File: config.mk
export PLATFORM = sky130hd
export DESIGN_NAME = sps_ctrl
export DESIGN_NICKNAME = d
export VERILOG_FILES = /design/src/rtl/sps_pkg.sv /design/src/rtl/sps_ctrl.sv /design/src/rtl/sps_err_counter.sv
export SDC_FILE = /design/constraint.sdc
export NUM_CORES = 1
export LEC_CHECK = 0
export ABC_AREA = 0
export BUFFER_PORTS_ARGS = -buffer_cell sky130_fd_sc_hd__buf_2
export CAP_MARGIN = 20
export CORE_UTILIZATION = 35
export DETAILED_ROUTE_END_ITERATION = 12
export PLACE_DENSITY = 0.71
export SYNTH_ARGS = -nofsm -noshare
export SYNTH_HDL_FRONTEND = slang
export SYNTH_SLANG_ARGS = --single-unit
File: constraint.sdc
create_clock -name clk -period 2.3 [get_ports clk]
set_clock_uncertainty 0.1 [all_clocks]
set_input_delay 0.46 -clock clk [delete_from_list [all_inputs] [get_ports clk]]
set_output_delay 0.46 -clock clk [all_outputs]
set_load 0.05 [all_outputs]
File: src/rtl/sps_pkg.sv
// Overview of operation
// - In HD and 3G modes pattern select 0 gives full-field bars, 1 and 3 the checkfield, 2 the 75% bars.
// - In SD mode pattern select 0 and 2 give SD colour bars, 1 and 3 give the checkfield.
// - The transmit mode selector also accepts code 3'b011, which streams 3G Level B patterns.
// - The receive error flag sets on any CRC or EDH error and holds until an error clear.
// - While the receiver is locked, the error counter counts CRC errors in HD and 3G modes and EDH errors in SD mode only.
// - An error clear zeroes the error counter as well as the sticky flag.
// - A bit-rate change that forces a re-lock clears the counter early in the lock process.
// - The Level B indication is high only while a 3G Level B signal is received.
// - The locked status is high while the receiver is locked and low otherwise.
// - The four payload identifier bytes are presented, valid only while the payload valid flag is high.
// - Each receive change sequence ends in change-done, or in change-fail with a cause code.
// - Receive reset-done goes high once the transceiver receive reset sequence completes.
// - The receive controller reset input starts the receive controller reset routine.
package sps_pkg;

    // Transmit and receive mode codes
    localparam logic [2:0] MODE_HD = 3'h0;
    localparam logic [2:0] MODE_SD = 3'h1;
    localparam logic [2:0] MODE_3GA = 3'h2;
    localparam logic [2:0] MODE_3GB = 3'h3;

    // Pattern generator selections
    localparam logic [1:0] PAT_BARS_FULL = 2'h0;
    localparam logic [1:0] PAT_CHECKFIELD = 2'h1;
    localparam logic [1:0] PAT_BARS_75 = 2'h2;
    localparam logic [1:0] PAT_BARS_SD = 2'h3;

    localparam int ERR_CNT_W = 24;
    localparam logic [23:0] ERR_CNT_MAX = 24'hFFFFFF;
    localparam logic [23:0] ERR_CNT_RST = 24'h000000;

    // Register offsets
    localparam logic [11:0] OFS_TX_CTRL = 12'h000;
    localparam logic [11:0] OFS_RX_CTRL = 12'h004;
    localparam logic [11:0] OFS_RX_STAT = 12'h008;
    localparam logic [11:0] OFS_ERR_CNT = 12'h00C;
    localparam logic [11:0] OFS_PAYLOAD = 12'h010;
    localparam logic [11:0] OFS_TX_STAT = 12'h014;

    // TX_CTRL field positions
    localparam int TXC_PAT_LSB = 0;
    localparam int TXC_MODE_LSB = 4;
    // RX_CTRL bit positions (write-one pulses)
    localparam int RXC_ERR_CLR = 0;
    localparam int RXC_CTRL_RST = 1;
    // RX_STAT bit positions
    localparam int RXS_ERR = 0;
    localparam int RXS_LOCKED = 1;
    localparam int RXS_LEVEL_B = 2;
    localparam int RXS_PID_VALID = 3;
    localparam int RXS_DONE = 4;
    localparam int RXS_FAIL = 5;
    localparam int RXS_RST_DONE = 6;
    localparam int RXS_CODE_LSB = 8;

    localparam logic [1:0] TX_PAT_RST = 2'h0;
    localparam logic [2:0] TX_MODE_RST = 3'h0;

    typedef enum logic [1:0] {
        SPS_CHG_IDLE = 2'b00,
        SPS_CHG_BUSY = 2'b01,
        SPS_CHG_DONE = 2'b10,
        SPS_CHG_FAIL = 2'b11
    } sps_chg_e;

endpackage

File: src/rtl/sps_ctrl.sv
`timescale 1ns/1ps
`default_nettype none
module sps_ctrl (
    // Clock, reset, enable
    input wire logic clk,
    input wire logic rstn,
    input wire logic ce,
    // APB slave
    input wire logic psel,
    input wire logic penable,
    input wire logic pwrite,
    input wire logic [11:0] paddr,
    input wire logic [31:0] pwdata,
    output logic [31:0] prdata,
    output logic pready,
    output logic pslverr,
    // Transmit pattern generator
    output logic [1:0] tx_pattern_sel,
    output logic [2:0] tx_mode,
    output logic tx_level_b,
    // Receive datapath status
    input wire logic [2:0] rx_mode_in,
    input wire logic rx_level_b_in,
    input wire logic rx_locked_in,
    input wire logic rx_crc_err,
    input wire logic rx_edh_err,
    input wire logic rx_rate_change,
    input wire logic [31:0] rx_pid_in,
    input wire logic rx_pid_valid_in,
    // Receive change sequence from the transceiver controller
    input wire logic rx_chg_start,
    input wire logic rx_chg_ok,
    input wire logic rx_chg_err,
    input wire logic [3:0] rx_chg_code,
    input wire logic rx_gt_reset_done,
    // Receive status outputs
    output logic rx_error,
    output logic [sps_pkg::ERR_CNT_W-1:0] rx_err_count,
    output logic rx_level_b,
    output logic rx_locked,
    output logic [31:0] rx_pid,
    output logic rx_pid_valid,
    output logic rx_change_done,
    output logic rx_change_fail,
    output logic [3:0] rx_fail_code,
    output logic rx_reset_done,
    output logic rx_ctrl_reset
);
    // Register state
    logic [1:0] pat_req_r;
    logic [2:0] mode_r;
    logic [1:0] pat_r;
    logic [2:0] txmode_r;
    logic txlb_r;
    logic err_r;
    logic lb_r;
    logic lock_r;
    logic [31:0] pid_r;
    logic pidv_r;
    logic rstd_r;
    logic crst_r;
    logic [3:0] code_r;
    logic done_r;
    logic fail_r;
    logic [31:0] prdata_r;
    logic pready_r;
    logic pslverr_r;
    sps_pkg::sps_chg_e chg_r;
    sps_pkg::sps_chg_e chg_nxt;
    logic [sps_pkg::ERR_CNT_W-1:0] cnt;

    // Map the requested pattern onto the generator for the current mode
    function automatic logic [1:0] pat_map(input logic [1:0] sel, input logic [2:0] mode);
        logic [1:0] res;
        res = sps_pkg::PAT_CHECKFIELD;
        if (sel[0]) begin
            res = sps_pkg::PAT_CHECKFIELD;
        end else if (mode == sps_pkg::MODE_SD) begin
            res = sps_pkg::PAT_BARS_SD;
        end else if (sel[1]) begin
            res = sps_pkg::PAT_BARS_75;
        end else begin
            res = sps_pkg::PAT_BARS_FULL;
        end
        return res;
    endfunction

    // Bus decode; the slave answers in the second access cycle, after one wait state
    wire acc = psel && penable && !pready_r;
    wire wr = acc && pwrite;
    wire rd = acc && !pwrite;
    wire hit_txc = (paddr == sps_pkg::OFS_TX_CTRL);
    wire hit_rxc = (paddr == sps_pkg::OFS_RX_CTRL);
    wire hit_rxs = (paddr == sps_pkg::OFS_RX_STAT);
    wire hit_cnt = (paddr == sps_pkg::OFS_ERR_CNT);
    wire hit_pid = (paddr == sps_pkg::OFS_PAYLOAD);
    wire hit_txs = (paddr == sps_pkg::OFS_TX_STAT);
    wire mapped = hit_txc | hit_rxc | hit_rxs | hit_cnt | hit_pid | hit_txs;

    wire [2:0] wmode = pwdata[sps_pkg::TXC_MODE_LSB +: 3];
    // Only HD, SD, 3G-A and the extra 3G-B code are legal; others are ignored
    wire wmode_ok = (wmode <= sps_pkg::MODE_3GB);
    wire err_clr = wr && hit_rxc && pwdata[sps_pkg::RXC_ERR_CLR];
    wire ctl_rst = wr && hit_rxc && pwdata[sps_pkg::RXC_CTRL_RST];
    // SD counts EDH, HD and 3G count CRC
    wire sd_rx = (rx_mode_in == sps_pkg::MODE_SD);
    wire cnt_inc = sd_rx ? rx_edh_err : rx_crc_err;
    wire any_err = rx_crc_err | rx_edh_err;

    always_comb begin
        chg_nxt = chg_r;
        if (rx_chg_start) begin
            chg_nxt = sps_pkg::SPS_CHG_BUSY;
        end else begin
            unique case (chg_r)
                sps_pkg::SPS_CHG_IDLE,
                sps_pkg::SPS_CHG_DONE,
                sps_pkg::SPS_CHG_FAIL: begin
                    chg_nxt = chg_r;
                end
                sps_pkg::SPS_CHG_BUSY: begin
                    if (rx_chg_err) begin
                        chg_nxt = sps_pkg::SPS_CHG_FAIL;
                    end else if (rx_chg_ok) begin
                        chg_nxt = sps_pkg::SPS_CHG_DONE;
                    end
                end
            endcase
        end
    end

    wire [31:0] rxs_word = {16'h0000, 4'h0, code_r,
                            1'b0, rstd_r, fail_r, done_r,
                            pidv_r, lb_r, lock_r, err_r};
    wire [31:0] cnt_word = {{(32 - sps_pkg::ERR_CNT_W){1'b0}}, cnt};
    wire [31:0] txc_word = {25'h0000000, mode_r, 2'h0, pat_req_r};
    wire [31:0] txs_word = {25'h0000000, txmode_r, 1'b0, txlb_r, pat_r};
    wire [31:0] rd_word = hit_txc ? txc_word :
                          hit_rxs ? rxs_word :
                          hit_cnt ? cnt_word :
                          hit_pid ? (pidv_r ? pid_r : 32'h00000000) :
                          hit_txs ? txs_word : 32'h00000000;

    sps_err_counter u_cnt (
        .clk(clk),
        .rstn(rstn),
        .ce(ce),
        .clr(err_clr || rx_rate_change),
        .inc(cnt_inc && rx_locked_in),
        .count(cnt)
    );

    // Bus answer
    always_ff @(posedge clk or negedge rstn) begin
        if (!rstn) begin
            pready_r <= 1'b0;
            pslverr_r <= 1'b0;
            prdata_r <= 32'h00000000;
        end else if (ce) begin
            pready_r <= acc;
            pslverr_r <= acc && !mapped;
            prdata_r <= rd ? rd_word : 32'h00000000;
        end
    end

    // Transmit control
    always_ff @(posedge clk or negedge rstn) begin
        if (!rstn) begin
            pat_req_r <= sps_pkg::TX_PAT_RST;
            mode_r <= sps_pkg::TX_MODE_RST;
            pat_r <= sps_pkg::PAT_BARS_FULL;
            txmode_r <= sps_pkg::TX_MODE_RST;
            txlb_r <= 1'b0;
        end else if (ce) begin
            if (wr && hit_txc) begin
                pat_req_r <= pwdata[sps_pkg::TXC_PAT_LSB +: 2];
                if (wmode_ok) begin
                    mode_r <= wmode;
                end
            end
            pat_r <= pat_map(pat_req_r, mode_r);
            txmode_r <= mode_r;
            txlb_r <= (mode_r == sps_pkg::MODE_3GB);
        end
    end

    // Receive status; errors in the same cycle as a clear keep the flag set
    always_ff @(posedge clk or negedge rstn) begin
        if (!rstn) begin
            err_r <= 1'b0;
            lb_r <= 1'b0;
            lock_r <= 1'b0;
            pid_r <= 32'h00000000;
            pidv_r <= 1'b0;
            rstd_r <= 1'b0;
            crst_r <= 1'b0;
            code_r <= 4'h0;
            chg_r <= sps_pkg::SPS_CHG_IDLE;
            done_r <= 1'b0;
            fail_r <= 1'b0;
        end else if (ce) begin
            err_r <= any_err || (err_r && !err_clr);
            lb_r <= rx_level_b_in && rx_locked_in;
            lock_r <= rx_locked_in;
            pid_r <= rx_pid_in;
            pidv_r <= rx_pid_valid_in && rx_locked_in;
            rstd_r <= rx_gt_reset_done;
            crst_r <= ctl_rst;
            chg_r <= chg_nxt;
            // Decoded from the next state so the flags stay in step with the state register
            done_r <= (chg_nxt == sps_pkg::SPS_CHG_DONE);
            fail_r <= (chg_nxt == sps_pkg::SPS_CHG_FAIL);
            if (chg_r == sps_pkg::SPS_CHG_BUSY && rx_chg_err && !rx_chg_start) begin
                code_r <= rx_chg_code;
            end else if (rx_chg_start) begin
                code_r <= 4'h0;
            end
        end
    end

    // Outputs straight from flip-flops
    assign prdata = prdata_r;
    assign pready = pready_r;
    assign pslverr = pslverr_r;
    assign tx_pattern_sel = pat_r;
    assign tx_mode = txmode_r;
    assign tx_level_b = txlb_r;
    assign rx_error = err_r;
    assign rx_err_count = cnt;
    assign rx_level_b = lb_r;
    assign rx_locked = lock_r;
    assign rx_pid = pid_r;
    assign rx_pid_valid = pidv_r;
    assign rx_change_done = done_r;
    assign rx_change_fail = fail_r;
    assign rx_fail_code = code_r;
    assign rx_reset_done = rstd_r;
    assign rx_ctrl_reset = crst_r;
endmodule
`default_nettype wire

File: src/rtl/sps_err_counter.sv
`timescale 1ns/1ps
`default_nettype none
module sps_err_counter (
    // Clock and reset
    input wire logic clk,
    input wire logic rstn,
    input wire logic ce,
    // Control
    input wire logic clr,
    input wire logic inc,
    // Count
    output logic [sps_pkg::ERR_CNT_W-1:0] count
);
    logic [sps_pkg::ERR_CNT_W-1:0] cnt_r;
    wire at_max = (cnt_r == sps_pkg::ERR_CNT_MAX);

    always_ff @(posedge clk or negedge rstn) begin
        if (!rstn) begin
            cnt_r <= sps_pkg::ERR_CNT_RST;
        end else if (ce) begin
            if (clr) begin
                cnt_r <= sps_pkg::ERR_CNT_RST;
            end else if (inc && !at_max) begin
                cnt_r <= cnt_r + 1'b1;
            end
        end
    end

    assign count = cnt_r;
endmodule
`default_nettype wire

# Yosys cells after proc, flatten, opt, wreduce, memory -nomap -nowiden
# Index checks and enable logic that the tools add are counted.
# totals
output_inout_bits,108
romBits,0
memories,0
elab_cells,94
ramBits,0
latch_bits,0
reg_bits,115
# classes
n_mux,19
n_addsub,1
mul,0
div_mod_pow,0
n_eq_ne,14
reduce_logical,33
shift,0
bitwise_logic,6
magnitude_cmp,1
# op_table
cell,n
32-bit 2-to-1 mux,6
24-bit 2-to-1 mux,2
"24-bit by 1-bit adder with 24-bit output, second input constant",1
"12-bit by 4-bit == test with 1-bit output, second input constant",2
"12-bit by 5-bit == test with 1-bit output, second input constant",2
"24-bit == test, second input constant",1
1-bit logical AND,16
"12-bit by 3-bit == test with 1-bit output, second input constant",1
12-bit logical NOT,1
2-bit 2-to-1 mux,6
"2-bit == test, second input constant",4
4-bit 2-to-1 mux,2
7-bit 2-to-1 mux,1
"3-bit by 1-bit == test with 1-bit output, second input constant",2
1-bit logical NOT,6
1-bit bitwise OR,6
2-bit AND reduction,3
2-bit case mux with 2 select lines,1
2-bit nonzero test,2
"3-bit by 2-bit == test with 1-bit output, second input constant",1
"3-bit by 2-bit <= comparator with 1-bit output, second input constant",1
3-bit AND reduction,1
3-bit OR reduction,1
"2-bit by 1-bit == test with 1-bit output, second input constant",1
3 further kinds,4

# Logic depth before layout (Yosys ltp)
# logic_depth
word_depth,8
depth_mapped,7
ltp_nobuf,6

# By module
# Synthesis repeated with hierarchy kept, for this count alone.
# hier_totals
hier_cells,515
area_unflattened_um2,5671.7
# by_module_without_submodules
module,instances,cells_each,seq_area_each_um2,area_each_um2
sps_ctrl,1,337,2277.2,4120.2
sps_err_counter,1,178,600.6,1551.5

# Worst setup path before layout
# OpenSTA, ideal clock, no wires.
# synth_path
path_type,input to register
start,input paddr[1]
end,register mode_r[0]
t_arrival_ns,2.179
t_required_ns,2.075
stages,5
n_path_buf,0
setup_slack_ns,-0.104
cell_sequence,or4_4 > nand4b_1 > or4_1 > nor2_1 > mux2_2
# synth_between
elab_chain_cells,3
# synth_lines
item,line,source
"start, declared",sps_ctrl.sv:12,"input wire logic [11:0] paddr,"
12-bit logical NOT,sps_ctrl.sv:92,wire hit_txc = (paddr == sps_pkg::OFS_TX_CTRL);
1-bit logical AND,sps_ctrl.sv:175,if (wr && hit_txc) begin
3-bit AND reduction (no line),n/a,
"end signal, assigned",sps_ctrl.sv:170,mode_r <= sps_pkg::TX_MODE_RST;
"end signal, assigned",sps_ctrl.sv:178,mode_r <= wmode;
"end, declared",sps_ctrl.sv:51,logic [2:0] mode_r;
# No other way between the ends.
# A chain may end at the register's enable or synchronous reset.

# Worst setup path after layout
# layout_path
start,"register u_cnt.cnt_r, in the netlist u_cnt.count[5]"
end,"register u_cnt.cnt_r, in the netlist u_cnt.count[17]"
# layout_between
elab_chain_cells,5
# layout_lines
item,line,source
"start, declared",sps_err_counter.sv:14,logic [sps_pkg::ERR_CNT_W-1:0] cnt_r;
"start signal, assigned",sps_err_counter.sv:19,cnt_r <= sps_pkg::ERR_CNT_RST;
"start signal, assigned",sps_err_counter.sv:22,cnt_r <= sps_pkg::ERR_CNT_RST;
"start signal, assigned",sps_err_counter.sv:24,cnt_r <= cnt_r + 1'b1;
branches (longest 5 deep; another with 24-bit by 1-bit adder with 24-bit output),n/a,
# Several ways; the timed one is not identified. The select of a mux whose other input is x is not followed.

==> flow_summary.yaml <==
sta:
  slew_headroom_pct: 50.8
  rsz0062_at_grt: "no"
  finalCriticalPeriod_ns: 2.11
  timing.setup.tns_ns: 0
  fmax_ghz: 0.474
  hold_violations: 0
  setup-violations-final: 0
  period_share_pct: 91.7
  finalMaxSlewViolations: 0
  tightest_slew_ns: 0.726
placement:
  gp_congestion: 0.860
  place_hpwl_mm: 12.2
  io_buffers: 179
  dpl_cell_area_um2: 7060
cts:
  cts-buffers-inserted: 17
  clk_path_buf_depth: 2
  cts_tree: "yes"
  path_clk_slew_ns: 0.06
  cts_root_buf: "clkbuf_16"
  clk-insertion-delay-late_ns: 0.42
  cts.sinks: 115
  h-tree-depth: 4
  post_cts_buffers: 0
logic_synthesis:
  synthesis.nets: 588
  synth_top_area_share_pct: 52.8
  ys.flop_type: "dfrtp_1"
  synth_cell_types: 55
  synth.most_common_cell: "dfrtp_1"
  synthTopCellsByCount: "dfrtp_1 (115), mux2_2 (40), nand2_1 (33), o21ai_0 (27), a21oi_1 (24)"
  synthTopCellsByArea: "dfrtp_1 (53%), mux2_2 (8.3%), o2bb2ai_2 (2.8%)"
  synth_edf_count: 0
  avgSynthCellArea_um2: 11.2
  synth_top_cell_by_area: "dfrtp_1"
  syn_inst: 488
  yosysWarningCount: 0
  ys_ff_latch: 115
  synth_area_um2: 5450
  synth-async-reset-ratio_pct: 100
  ys_seq_area_share_pct: 52.8
power:
  p_total_mw: 5.68
  power_density_nw_per_um2: 738
  p_leak_nw: 3.65
  ir_drop_uv: 541
min_path:
  hold_start: "pwdata[5]"
  worstHoldPathType: "input pin to flip-flop"
  hold-path-cell-count: 2
  hold_end: "mode_r[1]"
finish:
  drive_above_1_share_pct: 46.4
  nFillCells: 1416
  area_growth_pct: 41.4
  insertedDiodeCount: 0
  final_nets: 827
  utilization_pct: 50.7
  stdcell_area_um2: 7700
global_routing:
  grt_pass1_wl_mm: 25.5
  antenna_found_initial: 0
  overflow: 0
  track_usage_pct: 20.7
  grt_pass1_vias: 4748
  grt_max_degree: 45
floorplanning:
  die-area_um2: 16100
  io_pins: 207
  row_count: 45
  core_area_um2: 15200
  start_util_pct: 35.8
  die_x_um: 127
  die_h_um: 127
worst_setup_path:
  worstPathRequired_ns: 2.55
  reg2reg_to: "u_cnt.count[17]"
  crit_fanout: 7
  cp.arrival_ns: 2.36
  worst_setup_path_start_kind: "flip-flop"
  rrSetupSlack_ns: 0.19
  reg2reg_depth: 6
  path_class: "flip-flop to flip-flop"
  endpoint_kind: "flip-flop"
  reg2reg_from: "u_cnt.count[5]"
route:
  viasPerCell: 5.34
  drt_iter0_drc: 254
  vias: 4956
  post-route-drc-count: 0
  drt_first_pass_iters: 5
  routed_wl_mm: 16.0
  avgRoutedWirePerCell_um: 17.3
  drtAntennaViolNets: 0
outcome:
  outcome: "finished clean"
flow_run:
  drv_cap: 0
where the power goes:
part           switching, mW  internal [mW]
clock                  0.951           1.79
sequential            0.0745           2.11
combinational          0.526          0.233
worst max-delay path: stages (launching register included):
cell and delay [ns]:
dfrtp_1 0.34, nand3_1 0.12, buf_4 0.17, nor4_1 0.39
o311ai_1 0.31, or4_1 0.53, nand2_1 0.08
metrics by stage:
step	std cells	setup slack (ns)	hold WS (ns)
after floorplan	488	-0.0497	0.0644
after global placement	895	-0.227	0.365
after detailed placement	895	-0.222	0.367
after CTS	928	0.170	0.154
after global routing	928	0.0158	0.159
final	928	0.192	0.168
layer usage:
layer	up-vias	global-route usage [%]	wire [um]
met5	-	0	0
met3	21	5.61	799
met2	145	34.0	7820
li1	2348	-	-
met4	0	6.02	206
met1	2442	26.7	7220
worst max path at each step:
stage                              start              end  slack (ns)
after floorplan                 paddr[1]         rx_error       -0.05
after global routing      u_cnt.count[0]  u_cnt.count[13]        0.02
after CTS                 u_cnt.count[0]   u_cnt.count[2]        0.17
final                     u_cnt.count[5]  u_cnt.count[17]        0.19
after global placement          paddr[1]         rx_error       -0.23
after detailed placement        paddr[1]  u_cnt.count[17]       -0.22
flip-flops by register name, summed over array words and instances, names as in the netlist, 2 cells and up:
signal          cells
tx_pattern_sel      2
u_cnt.count        24
prdata             32
pat_req_r           2
chg_r               2
rx_pid             32
tx_mode             3
rx_fail_code        4
mode_r              3
cells by family after synthesis:
family	after synthesis	share of synthesized area, %
fa+ha+maj	1	0.230
mux	42	8.64
xor+xnor	4	0.643
simple gates	141	14.6
compound gates	144	20.1
flops	115	52.8
buf+inv	41	2.99
layout make-up:
| class | count | area (um2) | area share, % |
|---|---|---|---|
| Clock buffer | 20 | 467 | 6.06 |
| Clock inverter | 12 | 154 | 2.00 |
| Inverter | 15 | 56.3 | 0.731 |
| Multi-Input combinational cell | 332 | 2430 | 31.6 |
| Sequential cell | 115 | 2880 | 37.4 |
| Tap cell | 188 | 235 | 3.05 |
| Timing Repair Buffer | 246 | 1480 | 19.2 |
placed cells by master, fill, tap and decap left out, types with 7 or more instances in the layout:
master,instances
a21oi_1,24
a22o_1,17
a22oi_1,18
and3_1,7
buf_2,178
buf_4,61
clkbuf_16,17
dfrtp_1,113
inv_1,14
mux2_2,40
nand2_1,33
nand3_1,18
nand4_1,7
nor2_1,20
o21ai_0,27
o2bb2ai_2,10
or3_1,14
timing repair:
item / CTS / global route
endpoints found under the setup margin: 7 / 2
gates resized for setup: 1 / 1
hold buffers: 1 / 0
endpoints found under the hold margin: 36 / 0
(Power assumes the default switching activity.)
